===== src/core/dwp_pkg.sv =====
// dwp_pkg: register map, field positions, mode codes and carrier types of the
// dithered / up-down waveform generator.
// assumes a 32-bit APB master and a single pclk domain.
package dwp_pkg;

  // register byte offsets
  localparam logic [5:0] OFS_CTRL = 6'h00;
  localparam logic [5:0] OFS_SEL = 6'h04;
  localparam logic [5:0] OFS_CLK = 6'h08;
  localparam logic [5:0] OFS_STAT = 6'h0C;
  localparam logic [5:0] OFS_CNT_H = 6'h10;
  localparam logic [5:0] OFS_CNT_L = 6'h14;
  localparam logic [5:0] OFS_PER_H = 6'h18;
  localparam logic [5:0] OFS_PER_L = 6'h1C;
  localparam logic [5:0] OFS_DUTY_H = 6'h20;
  localparam logic [5:0] OFS_DUTY_L = 6'h24;
  localparam logic [5:0] OFS_TRIM_H = 6'h28;
  localparam logic [5:0] OFS_TRIM_L = 6'h2C;

  // control word fields
  localparam int CTRL_ON = 7;
  localparam int CTRL_MODE = 5;
  localparam int CTRL_TRIG = 3;
  localparam int CTRL_CLR = 2;
  localparam int CTRL_OE = 0;
  // select word fields: pin p uses nibble p
  localparam int SEL_WSEL = 0;
  localparam int SEL_PHASE = 3;
  localparam int SEL_NIB = 4;
  // clock word fields
  localparam int CLK_SRC = 0;
  localparam int CLK_DIV = 2;
  localparam int CLK_DIR = 4;
  // status word fields
  localparam int STAT_FLAG = 0;
  localparam int STAT_IEN = 1;
  localparam int STAT_DITH = 2;
  localparam int STAT_UD = 3;
  localparam int STAT_DOWN = 4;

  // mode codes
  localparam logic [1:0] MODE_17BIT = 2'h1;
  localparam logic [1:0] MODE_8P8 = 2'h3;
  localparam logic [1:0] TRIG_ALWAYS = 2'h0;
  localparam logic [2:0] WSEL_DITHER = 3'h4;
  localparam logic [2:0] WSEL_UPDOWN = 3'h5;
  localparam logic [1:0] SRC_PCLK = 2'h0;

  typedef struct packed {
    logic psel;
    logic penable;
    logic pwrite;
    logic [5:0] paddr;
    logic [31:0] pwdata;
  } dwp_apb_req_t;

  typedef struct packed {
    logic pready;
    logic pslverr;
    logic [31:0] prdata;
  } dwp_apb_rsp_t;

endpackage


===== src/core/dwp_wave_timer.sv =====
// dwp_wave_timer: APB-programmed timer with an 8+8 dithered waveform and a
// 17-bit up/down waveform, routed to two pins through phase selectors.
// assumes ext_tick pins are asynchronous; everything else is on pclk.
`timescale 1ns/1ns
`default_nettype none

// Contract
// - 8+8 mode: 8-bit up counter, period, duty and trim from low bytes
// - dithered wave needs mode 11, select 100, trigger 00
// - 8+8: low count equal to duty raises dithered wave
// - 8+8: count equal to period drops wave, flags, restarts, may interrupt
// - trim bits weigh one half down to 1/256 of periods at width N
// - group length is two to the power of eight minus the lowest set trim bit position
// - bit 7 shortens odd periods, bit 0 period 128, never period 0
// - frequency is tick over period plus one; trim adds fractional duty
// - up/down wave needs mode 01, select 101, trigger 00
// - up/down: counting up, equal to second compare raises wave
// - up/down: equal to period compare reverses to counting down
// - up/down: counting up, further equal to duty compare drops wave
// - up/down: back at zero flags overflow, counts up, may interrupt
// - tick comes from selectable source then selectable divider
// - pin driven only with output enable and direction set; phase selectable
// - timer off stops counting and disables outputs; on starts it
// - phase 0 inverts the waveform, phase 1 passes it
// - compare takes effect only on low byte write, high byte first
// - count clear resets counter to zero and reads back zero
module dwp_wave_timer #(
  parameter int PRESC_W = 3
) (
  // clock and reset
  input wire logic pclk,
  input wire logic presetn,
  // register bus
  input wire dwp_pkg::dwp_apb_req_t apb_req,
  output var dwp_pkg::dwp_apb_rsp_t apb_rsp,
  // external tick sources 1..3
  input wire logic [2:0] ext_tick,
  // waveform pins
  output logic [1:0] pin_out,
  output logic [1:0] pin_oe,
  // overflow interrupt request
  output logic irq
);

  if (PRESC_W < 3) begin : g_bad_presc
    $error("PRESC_W must be at least 3 for divide by 8");
  end

  typedef struct packed {
    dwp_pkg::dwp_apb_rsp_t rsp;
    logic on;
    logic [1:0] mode;
    logic [1:0] trig;
    logic [1:0] oe_en;
    logic [7:0] sel;
    logic [1:0] clk_src;
    logic [1:0] clk_div;
    logic [1:0] pin_dir;
    logic [15:0] per;
    logic [15:0] duty;
    logic [15:0] trim;
    logic [2:0][7:0] hi_shadow;
    logic [15:0] cnt;
    logic dir_down;
    logic [7:0] idx;
    logic [7:0] lp;
    logic [7:0] ld;
    logic [7:0] lt;
    logic dith;
    logic ud;
    logic flag;
    logic irq_en;
    logic irq;
    logic [2:0][2:0] sync;
    logic [2:0] ext_lvl;
    logic [PRESC_W-1:0] presc;
    logic [1:0] pin_out;
    logic [1:0] pin_oe;
  } dwp_state_t;

  dwp_state_t s;
  dwp_state_t n;

  logic acc;
  logic wr;
  logic ctrl_wr;
  logic clr;
  logic restart;
  logic w1c;
  logic tick;
  logic src_ev;
  logic ovf;
  logic shorten;
  logic [7:0] cnt_lo_inc;
  logic [7:0] duty_eff;
  logic [2:0] agree;
  logic [2:0] ext_rise;
  logic [PRESC_W-1:0] div_mask;
  logic [31:0] rd_val;
  logic rd_hit;
  logic [2:0] wsel;
  logic wave;

  // a period is shortened when the trim bit matching its lowest set index bit is set
  function automatic logic shorten_of(input logic [7:0] i, input logic [7:0] t);
    logic r;
    logic found;
    r = 1'b0;
    found = 1'b0;
    for (int k = 0; k < 8; k++) begin
      if (!found && i[k]) begin
        found = 1'b1;
        r = t[7 - k];
      end
    end
    return r;
  endfunction

  always_comb begin
    n = s;
    // three-stage synchroniser; a change counts once stages two and three agree
    n.sync[0] = ext_tick;
    n.sync[1] = s.sync[0];
    n.sync[2] = s.sync[1];
    agree = ~(s.sync[1] ^ s.sync[2]);
    n.ext_lvl = (agree & s.sync[2]) | (~agree & s.ext_lvl);
    ext_rise = agree & s.sync[2] & ~s.ext_lvl;

    // tick: selected source, then divide by 1, 2, 4 or 8
    if (s.clk_src == dwp_pkg::SRC_PCLK) begin
      src_ev = 1'b1;
    end else begin
      src_ev = ext_rise[s.clk_src - 2'h1];
    end
    div_mask = ~({PRESC_W{1'b1}} << s.clk_div);
    tick = s.on && src_ev && ((s.presc & div_mask) == div_mask);
    if (!s.on) begin
      n.presc = '0;
    end else if (src_ev) begin
      n.presc = s.presc + 1'b1;
    end

    // read mux
    rd_hit = 1'b1;
    rd_val = '0;
    unique case (apb_req.paddr)
      dwp_pkg::OFS_CTRL: begin
        rd_val[dwp_pkg::CTRL_ON] = s.on;
        rd_val[dwp_pkg::CTRL_MODE +: 2] = s.mode;
        rd_val[dwp_pkg::CTRL_TRIG +: 2] = s.trig;
        rd_val[dwp_pkg::CTRL_OE +: 2] = s.oe_en;
      end
      dwp_pkg::OFS_SEL: rd_val[7:0] = s.sel;
      dwp_pkg::OFS_CLK: begin
        rd_val[dwp_pkg::CLK_SRC +: 2] = s.clk_src;
        rd_val[dwp_pkg::CLK_DIV +: 2] = s.clk_div;
        rd_val[dwp_pkg::CLK_DIR +: 2] = s.pin_dir;
      end
      dwp_pkg::OFS_STAT: begin
        rd_val[dwp_pkg::STAT_FLAG] = s.flag;
        rd_val[dwp_pkg::STAT_IEN] = s.irq_en;
        rd_val[dwp_pkg::STAT_DITH] = s.dith;
        rd_val[dwp_pkg::STAT_UD] = s.ud;
        rd_val[dwp_pkg::STAT_DOWN] = s.dir_down;
      end
      dwp_pkg::OFS_CNT_H: rd_val[7:0] = s.cnt[15:8];
      dwp_pkg::OFS_CNT_L: rd_val[7:0] = s.cnt[7:0];
      dwp_pkg::OFS_PER_H: rd_val[7:0] = s.per[15:8];
      dwp_pkg::OFS_PER_L: rd_val[7:0] = s.per[7:0];
      dwp_pkg::OFS_DUTY_H: rd_val[7:0] = s.duty[15:8];
      dwp_pkg::OFS_DUTY_L: rd_val[7:0] = s.duty[7:0];
      dwp_pkg::OFS_TRIM_H: rd_val[7:0] = s.trim[15:8];
      dwp_pkg::OFS_TRIM_L: rd_val[7:0] = s.trim[7:0];
      default: rd_hit = 1'b0;
    endcase

    // one wait state: pready rises on the second access cycle
    acc = apb_req.psel && apb_req.penable;
    n.rsp.pready = acc && !s.rsp.pready;
    n.rsp.prdata = (acc && !s.rsp.pready && !apb_req.pwrite) ? rd_val : '0;
    n.rsp.pslverr = acc && !s.rsp.pready && !rd_hit;
    wr = acc && s.rsp.pready && apb_req.pwrite && !s.rsp.pslverr;

    ctrl_wr = wr && (apb_req.paddr == dwp_pkg::OFS_CTRL);
    clr = ctrl_wr && apb_req.pwdata[dwp_pkg::CTRL_CLR];
    restart = ctrl_wr && !s.on && apb_req.pwdata[dwp_pkg::CTRL_ON];
    w1c = wr && (apb_req.paddr == dwp_pkg::OFS_STAT) && apb_req.pwdata[dwp_pkg::STAT_FLAG];
    if (ctrl_wr) begin
      n.on = apb_req.pwdata[dwp_pkg::CTRL_ON];
      n.mode = apb_req.pwdata[dwp_pkg::CTRL_MODE +: 2];
      n.trig = apb_req.pwdata[dwp_pkg::CTRL_TRIG +: 2];
      n.oe_en = apb_req.pwdata[dwp_pkg::CTRL_OE +: 2];
    end
    if (wr) begin
      unique case (apb_req.paddr)
        dwp_pkg::OFS_SEL: n.sel = apb_req.pwdata[7:0];
        dwp_pkg::OFS_CLK: begin
          n.clk_src = apb_req.pwdata[dwp_pkg::CLK_SRC +: 2];
          n.clk_div = apb_req.pwdata[dwp_pkg::CLK_DIV +: 2];
          n.pin_dir = apb_req.pwdata[dwp_pkg::CLK_DIR +: 2];
        end
        dwp_pkg::OFS_STAT: n.irq_en = apb_req.pwdata[dwp_pkg::STAT_IEN];
        // high bytes wait in a shadow until the low byte commits the word
        dwp_pkg::OFS_PER_H: n.hi_shadow[0] = apb_req.pwdata[7:0];
        dwp_pkg::OFS_DUTY_H: n.hi_shadow[1] = apb_req.pwdata[7:0];
        dwp_pkg::OFS_TRIM_H: n.hi_shadow[2] = apb_req.pwdata[7:0];
        dwp_pkg::OFS_PER_L: n.per = {s.hi_shadow[0], apb_req.pwdata[7:0]};
        dwp_pkg::OFS_DUTY_L: n.duty = {s.hi_shadow[1], apb_req.pwdata[7:0]};
        dwp_pkg::OFS_TRIM_L: n.trim = {s.hi_shadow[2], apb_req.pwdata[7:0]};
        default: n.on = n.on;
      endcase
    end

    // counter core
    ovf = 1'b0;
    cnt_lo_inc = s.cnt[7:0] + 8'h01;
    shorten = (s.idx != 8'h00) && shorten_of(s.idx, s.lt);
    duty_eff = s.ld + {7'h00, shorten};
    if (restart || clr) begin
      n.cnt = '0;
      n.dir_down = 1'b0;
      n.idx = '0;
      n.lp = n.per[7:0];
      n.ld = n.duty[7:0];
      n.lt = n.trim[7:0];
      // period zero is never shortened, so duty zero is high from count zero
      n.dith = (n.duty[7:0] == 8'h00);
      n.ud = 1'b0;
    end else if (tick && s.trig == dwp_pkg::TRIG_ALWAYS) begin
      if (s.mode == dwp_pkg::MODE_8P8) begin
        if (s.cnt[7:0] == s.lp) begin
          n.dith = (n.duty[7:0] == 8'h00) && !shorten_of(s.idx + 8'h01, n.trim[7:0]);
          ovf = 1'b1;
          n.cnt = '0;
          n.idx = s.idx + 8'h01;
          n.lp = n.per[7:0];
          n.ld = n.duty[7:0];
          n.lt = n.trim[7:0];
        end else begin
          // rise as the count enters the duty value: high lasts per - duty + 1 ticks
          if (cnt_lo_inc == duty_eff) begin
            n.dith = 1'b1;
          end
          n.cnt = {8'h00, s.cnt[7:0] + 8'h01};
        end
      end else if (s.mode == dwp_pkg::MODE_17BIT) begin
        if (!s.dir_down) begin
          if (s.cnt == s.trim) begin
            n.ud = 1'b1;
          end else if (s.cnt == s.duty) begin
            n.ud = 1'b0;
          end
          if (s.cnt == s.per) begin
            n.dir_down = (s.per != 16'h0000);
            ovf = (s.per == 16'h0000);
            n.cnt = (s.per == 16'h0000) ? s.cnt : s.cnt - 16'h0001;
          end else begin
            n.cnt = s.cnt + 16'h0001;
          end
        end else if (s.cnt == 16'h0000) begin
          ovf = 1'b1;
          n.dir_down = 1'b0;
          n.cnt = 16'h0001;
        end else begin
          n.cnt = s.cnt - 16'h0001;
        end
      end
    end

    // overflow event beats a same-cycle clear
    n.flag = ovf || (s.flag && !w1c);
    n.irq = n.flag && n.irq_en;

    // pin routing
    wave = 1'b0;
    wsel = '0;
    for (int p = 0; p < 2; p++) begin
      wsel = s.sel[p * dwp_pkg::SEL_NIB + dwp_pkg::SEL_WSEL +: 3];
      if (wsel == dwp_pkg::WSEL_DITHER && s.mode == dwp_pkg::MODE_8P8 &&
          s.trig == dwp_pkg::TRIG_ALWAYS) begin
        wave = s.dith;
      end else if (wsel == dwp_pkg::WSEL_UPDOWN && s.mode == dwp_pkg::MODE_17BIT &&
                   s.trig == dwp_pkg::TRIG_ALWAYS) begin
        wave = s.ud;
      end else begin
        wave = 1'b0;
      end
      n.pin_out[p] = s.sel[p * dwp_pkg::SEL_NIB + dwp_pkg::SEL_PHASE] ? wave : ~wave;
      n.pin_oe[p] = n.on && n.oe_en[p] && n.pin_dir[p];
    end
  end

  always_ff @(posedge pclk or negedge presetn) begin
    if (!presetn) begin
      s <= '0;
    end else begin
      s <= n;
    end
  end

  assign apb_rsp = s.rsp;
  assign pin_out = s.pin_out;
  assign pin_oe = s.pin_oe;
  assign irq = s.irq;

  // 8+8 period end sets the flag and restarts the count
  chk_ovf_period_end: assert property (@(posedge pclk) disable iff (!presetn)
    (tick && s.trig == dwp_pkg::TRIG_ALWAYS && s.mode == dwp_pkg::MODE_8P8 &&
     s.cnt[7:0] == s.lp && !restart && !clr) |=>
    (s.flag && s.cnt == 16'h0000 && s.dith == (s.ld == 8'h00 && duty_eff == 8'h00)))
    else $error("8+8 period end did not flag and restart");

  chk_duty_rise: assert property (@(posedge pclk) disable iff (!presetn)
    (tick && s.trig == dwp_pkg::TRIG_ALWAYS && s.mode == dwp_pkg::MODE_8P8 &&
     cnt_lo_inc == duty_eff && s.cnt[7:0] != s.lp && !restart && !clr) |=> s.dith)
    else $error("dithered wave did not rise at duty match");

  chk_dither_index: assert property (@(posedge pclk) disable iff (!presetn)
    (ovf && s.mode == dwp_pkg::MODE_8P8) |=> (s.idx == $past(s.idx) + 8'h01))
    else $error("dither index did not advance");

  chk_first_full: assert property (@(posedge pclk) disable iff (!presetn)
    (s.idx == 8'h00) |-> (duty_eff == s.ld))
    else $error("period zero was shortened");

  chk_off_no_drive: assert property (@(posedge pclk) disable iff (!presetn)
    (!s.on && !ctrl_wr) |=> (s.pin_oe == 2'h0 && $stable(s.cnt)))
    else $error("stopped timer drove a pin or counted");

  chk_clear_count: assert property (@(posedge pclk) disable iff (!presetn)
    clr |=> (s.cnt == 16'h0000 && s.idx == 8'h00) ##1 (s.cnt[15:8] == 8'h00))
    else $error("count clear did not zero the counter");

  chk_ud_reverse: assert property (@(posedge pclk) disable iff (!presetn)
    (tick && s.trig == dwp_pkg::TRIG_ALWAYS && s.mode == dwp_pkg::MODE_17BIT &&
     !s.dir_down && s.cnt == s.per && s.per != 16'h0000 && !restart && !clr)
    |=> (s.dir_down && s.cnt == $past(s.per) - 16'h0001))
    else $error("up/down counter did not reverse at period");

  chk_ud_zero: assert property (@(posedge pclk) disable iff (!presetn)
    (tick && s.trig == dwp_pkg::TRIG_ALWAYS && s.mode == dwp_pkg::MODE_17BIT &&
     s.dir_down && s.cnt == 16'h0000 && !restart && !clr)
    |=> (s.flag && !s.dir_down) ##1 (s.irq == s.irq_en || !s.flag))
    else $error("up/down zero did not raise overflow");

  chk_low_commit: assert property (@(posedge pclk) disable iff (!presetn)
    (wr && apb_req.paddr == dwp_pkg::OFS_PER_H) |=> (s.per == $past(s.per)))
    else $error("high byte write changed the period");

endmodule // dwp_wave_timer

`default_nettype wire


===== config.mk =====
export PLATFORM = sky130hd
export DESIGN_NAME = dwp_wave_timer
export DESIGN_NICKNAME = d
export VERILOG_FILES = /design/src/core/dwp_pkg.sv /design/src/core/dwp_wave_timer.sv
export SDC_FILE = /design/constraint.sdc
export NUM_CORES = 1
export LEC_CHECK = 0
export BUFFER_PORTS_ARGS = -buffer_cell sky130_fd_sc_hd__buf_2
export CAP_MARGIN = 20
export CELL_PAD_IN_SITES_DETAIL_PLACEMENT = 1
export CELL_PAD_IN_SITES_GLOBAL_PLACEMENT = 1
export CORE_UTILIZATION = 30
export CTS_CLUSTER_DIAMETER = 50
export DETAILED_ROUTE_END_ITERATION = 6
export PLACE_DENSITY = 0.55
export SYNTH_ARGS = -nofsm -noshare
export SYNTH_HDL_FRONTEND = slang
export SYNTH_SLANG_ARGS = --single-unit

===== constraint.sdc =====
create_clock -name pclk -period 3.38 [get_ports pclk]
set_input_delay 0 -clock pclk [delete_from_list [all_inputs] [get_ports pclk]]
set_output_delay 0 -clock pclk [all_outputs]
set_load 0.05 [all_outputs]

==> flow_metrics.py <==
metrics = {
    "cts": {
        "cts-root-buf": "clkbuf_16",
        "cts_buffers": 17,
        "clockBufferDepth": 2,
        "post_cts_buffers": 0,
        "h-tree-depth": 4,
        "cts_tree": "done",
        "clkTransAtPathRegs_ns": 0.08,
        "clock_sink_count": 176,
        "clock_latency_ns": 0.45,
    },
    "logic_synthesis": {
        "yosysSeqAreaShare": 0.443,
        "syn_area_um2": 9950,
        "synth_cell_types": 74,
        "synthCells": 944,
        "synth.avg_cell_area_um2": 10.5,
        "yosys-top-cells-area": "dfrtp_1 (44%), mux2_2 (10%), xnor2_1 (5.4%)",
        "netlist.top_cell.by_area": "dfrtp_1",
        "ys_ff_latch": 176,
        "synth_top_area_share": 0.443,
        "async_reset_ff_frac": 1.00,
        "synth_ff_type": "dfrtp_1",
        "synth_warnings": 0,
        "synth_edf_count": 0,
    },
    "power": {
        "ir_worst_vdd_mv": 0.363,
        "p_leak_uw": 0.00511,
        "power.density_nw_per_um2": 390,
    },
    "timing": {
        "finalHoldViolations": 0,
        "max-slew-margin-rel": 0.379,
        "finClkSkew_ns": 0.0108,
        "layout_min_cycle_time_ns": 3.12,
        "final_max_slew_viol_count": 0,
        "min_period_over_period": 0.922,
        "fmax_mhz": 321,
        "worst_pin_slew_ns": 0.931,
        "grt_setup_unrepaired": "no",
        "whs_ns": 0.0446,
        "finalWorstSetupSlack_ns": 0.263,
        "setup_violations": 0,
        "setup_tns_ns": 0,
    },
    "critical_path": {
        "crit_type": "reg2reg",
        "critPathLaunchType": "flop",
        "reg2regPathDepth": 16,
        "crit_fanout": 7,
        "regToRegSetupSlack_ns": 0.26,
        "cp.required_ns": 3.69,
        "r2r-start": "s[53]",
        "cp-startpoint": "s[53]",
        "r2r-end": "s[23]",
        "setup.worst_path.end_class": "flop",
        "critPathCapture": "s[23]",
        "critPathArrivalTime_ns": 3.43,
    },
    "worst_hold_path": {
        "hp-class": "in2reg",
    },
    "finish": {
        "n_antenna_cell": 0,
        "final_util": 0.349,
        "fin_nets": 1056,
        "final_common_cell": "dfrtp_1",
        "syn2layout_area_growth_pct": 14.4,
        "fillers": 3683,
        "drive_gt1_frac": 0.230,
        "layout_common_cells": "dfrtp_1 (176), mux2_2 (90), nor2_1 (65), xnor2_1 (61), buf_4 (49)",
        "finalNonFillerCells": 1449,
    },
    "die": {
        "die_x_um": 184,
        "dieArea_um2": 33900,
        "io_pins": 85,
        "core_area_um2": 32600,
        "start_util": 0.305,
        "rows": 66,
        "die_h_um": 184,
    },
    "placed_design": {
        "dp_cells": 1404,
        "post-place-ws_ns": 0.0597,
        "dp.final_hpwl_um": 23800,
        "gp_congestion": 0.918,
        "portBuffers": 36,
    },
    "grt": {
        "grt_usage": 0.200,
        "gr-total-overflow": 0,
        "first_global_vias": 7848,
        "grt_pass1_wl_um": 50100,
        "antenna_found_initial": 0,
        "grt_max_degree": 106,
    },
    "drt": {
        "via_per_inst": 5.28,
        "firstDrtPassIters": 7,
        "drtIter0Drc": 494,
        "routedWlPerCell_um": 22.3,
        "vias": 7647,
        "drt_wl_total_um": 32300,
        "drc_errors": 0,
        "ant_nets": 0,
    },
    "status": {
        "status": "complete, no violations",
    },
    "run": {
        "cap_violations": 0,
    },
}
-- synth_stat cells (all sizes together), types with 3 or more instances --
| master | count |
|---|---|
| o21a | 3 |
| clkbuf | 30 |
| nand2 | 44 |
| a221oi | 13 |
| nand2b | 3 |
| nand3 | 25 |
| o22ai | 4 |
| mux2 | 107 |
| or2 | 6 |
| buf | 61 |
| and3 | 11 |
| a21oi | 25 |
| a21boi | 3 |
| nand4 | 22 |
| nor4b | 4 |
| o31ai | 8 |
| or4 | 6 |
| a21o | 4 |
| nor3b | 6 |
| nor4 | 19 |
| inv | 23 |
| o21ai | 27 |
| nor3 | 23 |
| ha | 16 |
| a22oi | 18 |
| nor2 | 66 |
| dfrtp | 176 |
| xnor2 | 61 |
| and2 | 8 |
| xor2 | 26 |
| a222oi | 4 |
| or3 | 8 |
| a211oi | 5 |
| a31oi | 16 |
| nor2b | 3 |
| o211ai | 4 |
| a22o | 10 |
| mux2i | 13 |
-- worst min-delay path by stage --
| stage | startpoint | end | slack, ns | depth (start not counted) |
|---|---|---|---|---|
| global route | apb_req[1] | s[150] | 0.05 | 3 |
| CTS | apb_req[1] | s[150] | 0.003 | 3 |
| finish | apb_req[1] | s[150] | 0.04 | 3 |
| floorplan | presetn | async pin | -0.30 | 0 |
| global placement | ext_tick[2] | n[15] | 0.11 | 1 |
| detailed placement | ext_tick[0] | n[13] | 0.11 | 1 |
-- layout make-up --
class,instances,area [um^2],share of cell area
Clock buffer,17,425,0.0374
Clock inverter,15,156,0.0137
Inverter,23,86.3,0.00759
Multi-Input combinational cell,677,5040,0.443
Sequential cell,176,4400,0.387
Tap cell,442,553,0.0486
Timing Repair Buffer,99,707,0.0621
-- per-layer routing --
metal / wire length (um) / global-route usage / part of all wire / vias to the layer above
li1: - / - / - / 3467
met1: 15300 / 0.277 / 0.47 / 3938
met2: 14600 / 0.314 / 0.45 / 200
met3: 1600 / 0.0352 / 0.050 / 42
met4: 798 / 0.0693 / 0.025 / 0
met5: 0 / 0 / 0 / -
-- flip-flops by register name (all words and copies together), names as in the netlist, named ones only --
signal / flops
s: 152
apb_rsp: 10
irq: 1
pin_oe: 2
pin_out: 2
n: 6
-- report_power, final --
part / internal (uW) / switching (uW)
registers: 2130 / 25.2
clock network: 991 / 995
logic: 81.9 / 216
-- through the flow --
stage | area, um^2 | power, uW
6_report | 11400 | 4440
5_1_grt | 11400 | 4610
4_1_cts | 11300 | 4500
3_5_place_dp | 10600 | 2490
3_3_place_gp | 10600 | 2480
2_1_floorplan | 10000 | 2380
-- repair_timing --
| item | 4_1_cts | 5_1_grt |
|---|---|---|
| hold buffers | 13 | 0 |
| resized for setup | 0 | 5 |
| endpoints found under the hold margin | 113 | 0 |
| setup endpoints to repair | 0 | 1 |
-- kinds of logic (layout without fill, tap and decap cells) --
group,after synthesis,in the layout,share of synthesized area
DFF,176,176,0.443
other,1,24,0.000377
AOI/OAI and AO/OA,168,168,0.122
muxes,120,120,0.134
adders and majority gates,16,16,0.0201
xor gates and xnor gates,87,87,0.0766
buffers and inverters,114,154,0.0633
and+or+nand+nor,262,262,0.140
-- worst max-delay path: stages (launching register included) --
cell	delay, ns
dfrtp_1	0.41
buf_4	0.18
a21oi_1	0.12
a21oi_1	0.05
nor2_1	0.10
a21oi_1	0.06
o2111a_1	0.26
a211oi_2	0.19
ha_1	0.21
ha_2	0.20
nand2_1	0.06
or3_1	0.37
a211o_1	0.31
nand4b_1	0.11
nor4_2	0.06
o31ai_1	0.22
a31oi_1	0.06
(Power assumes the default switching activity.)
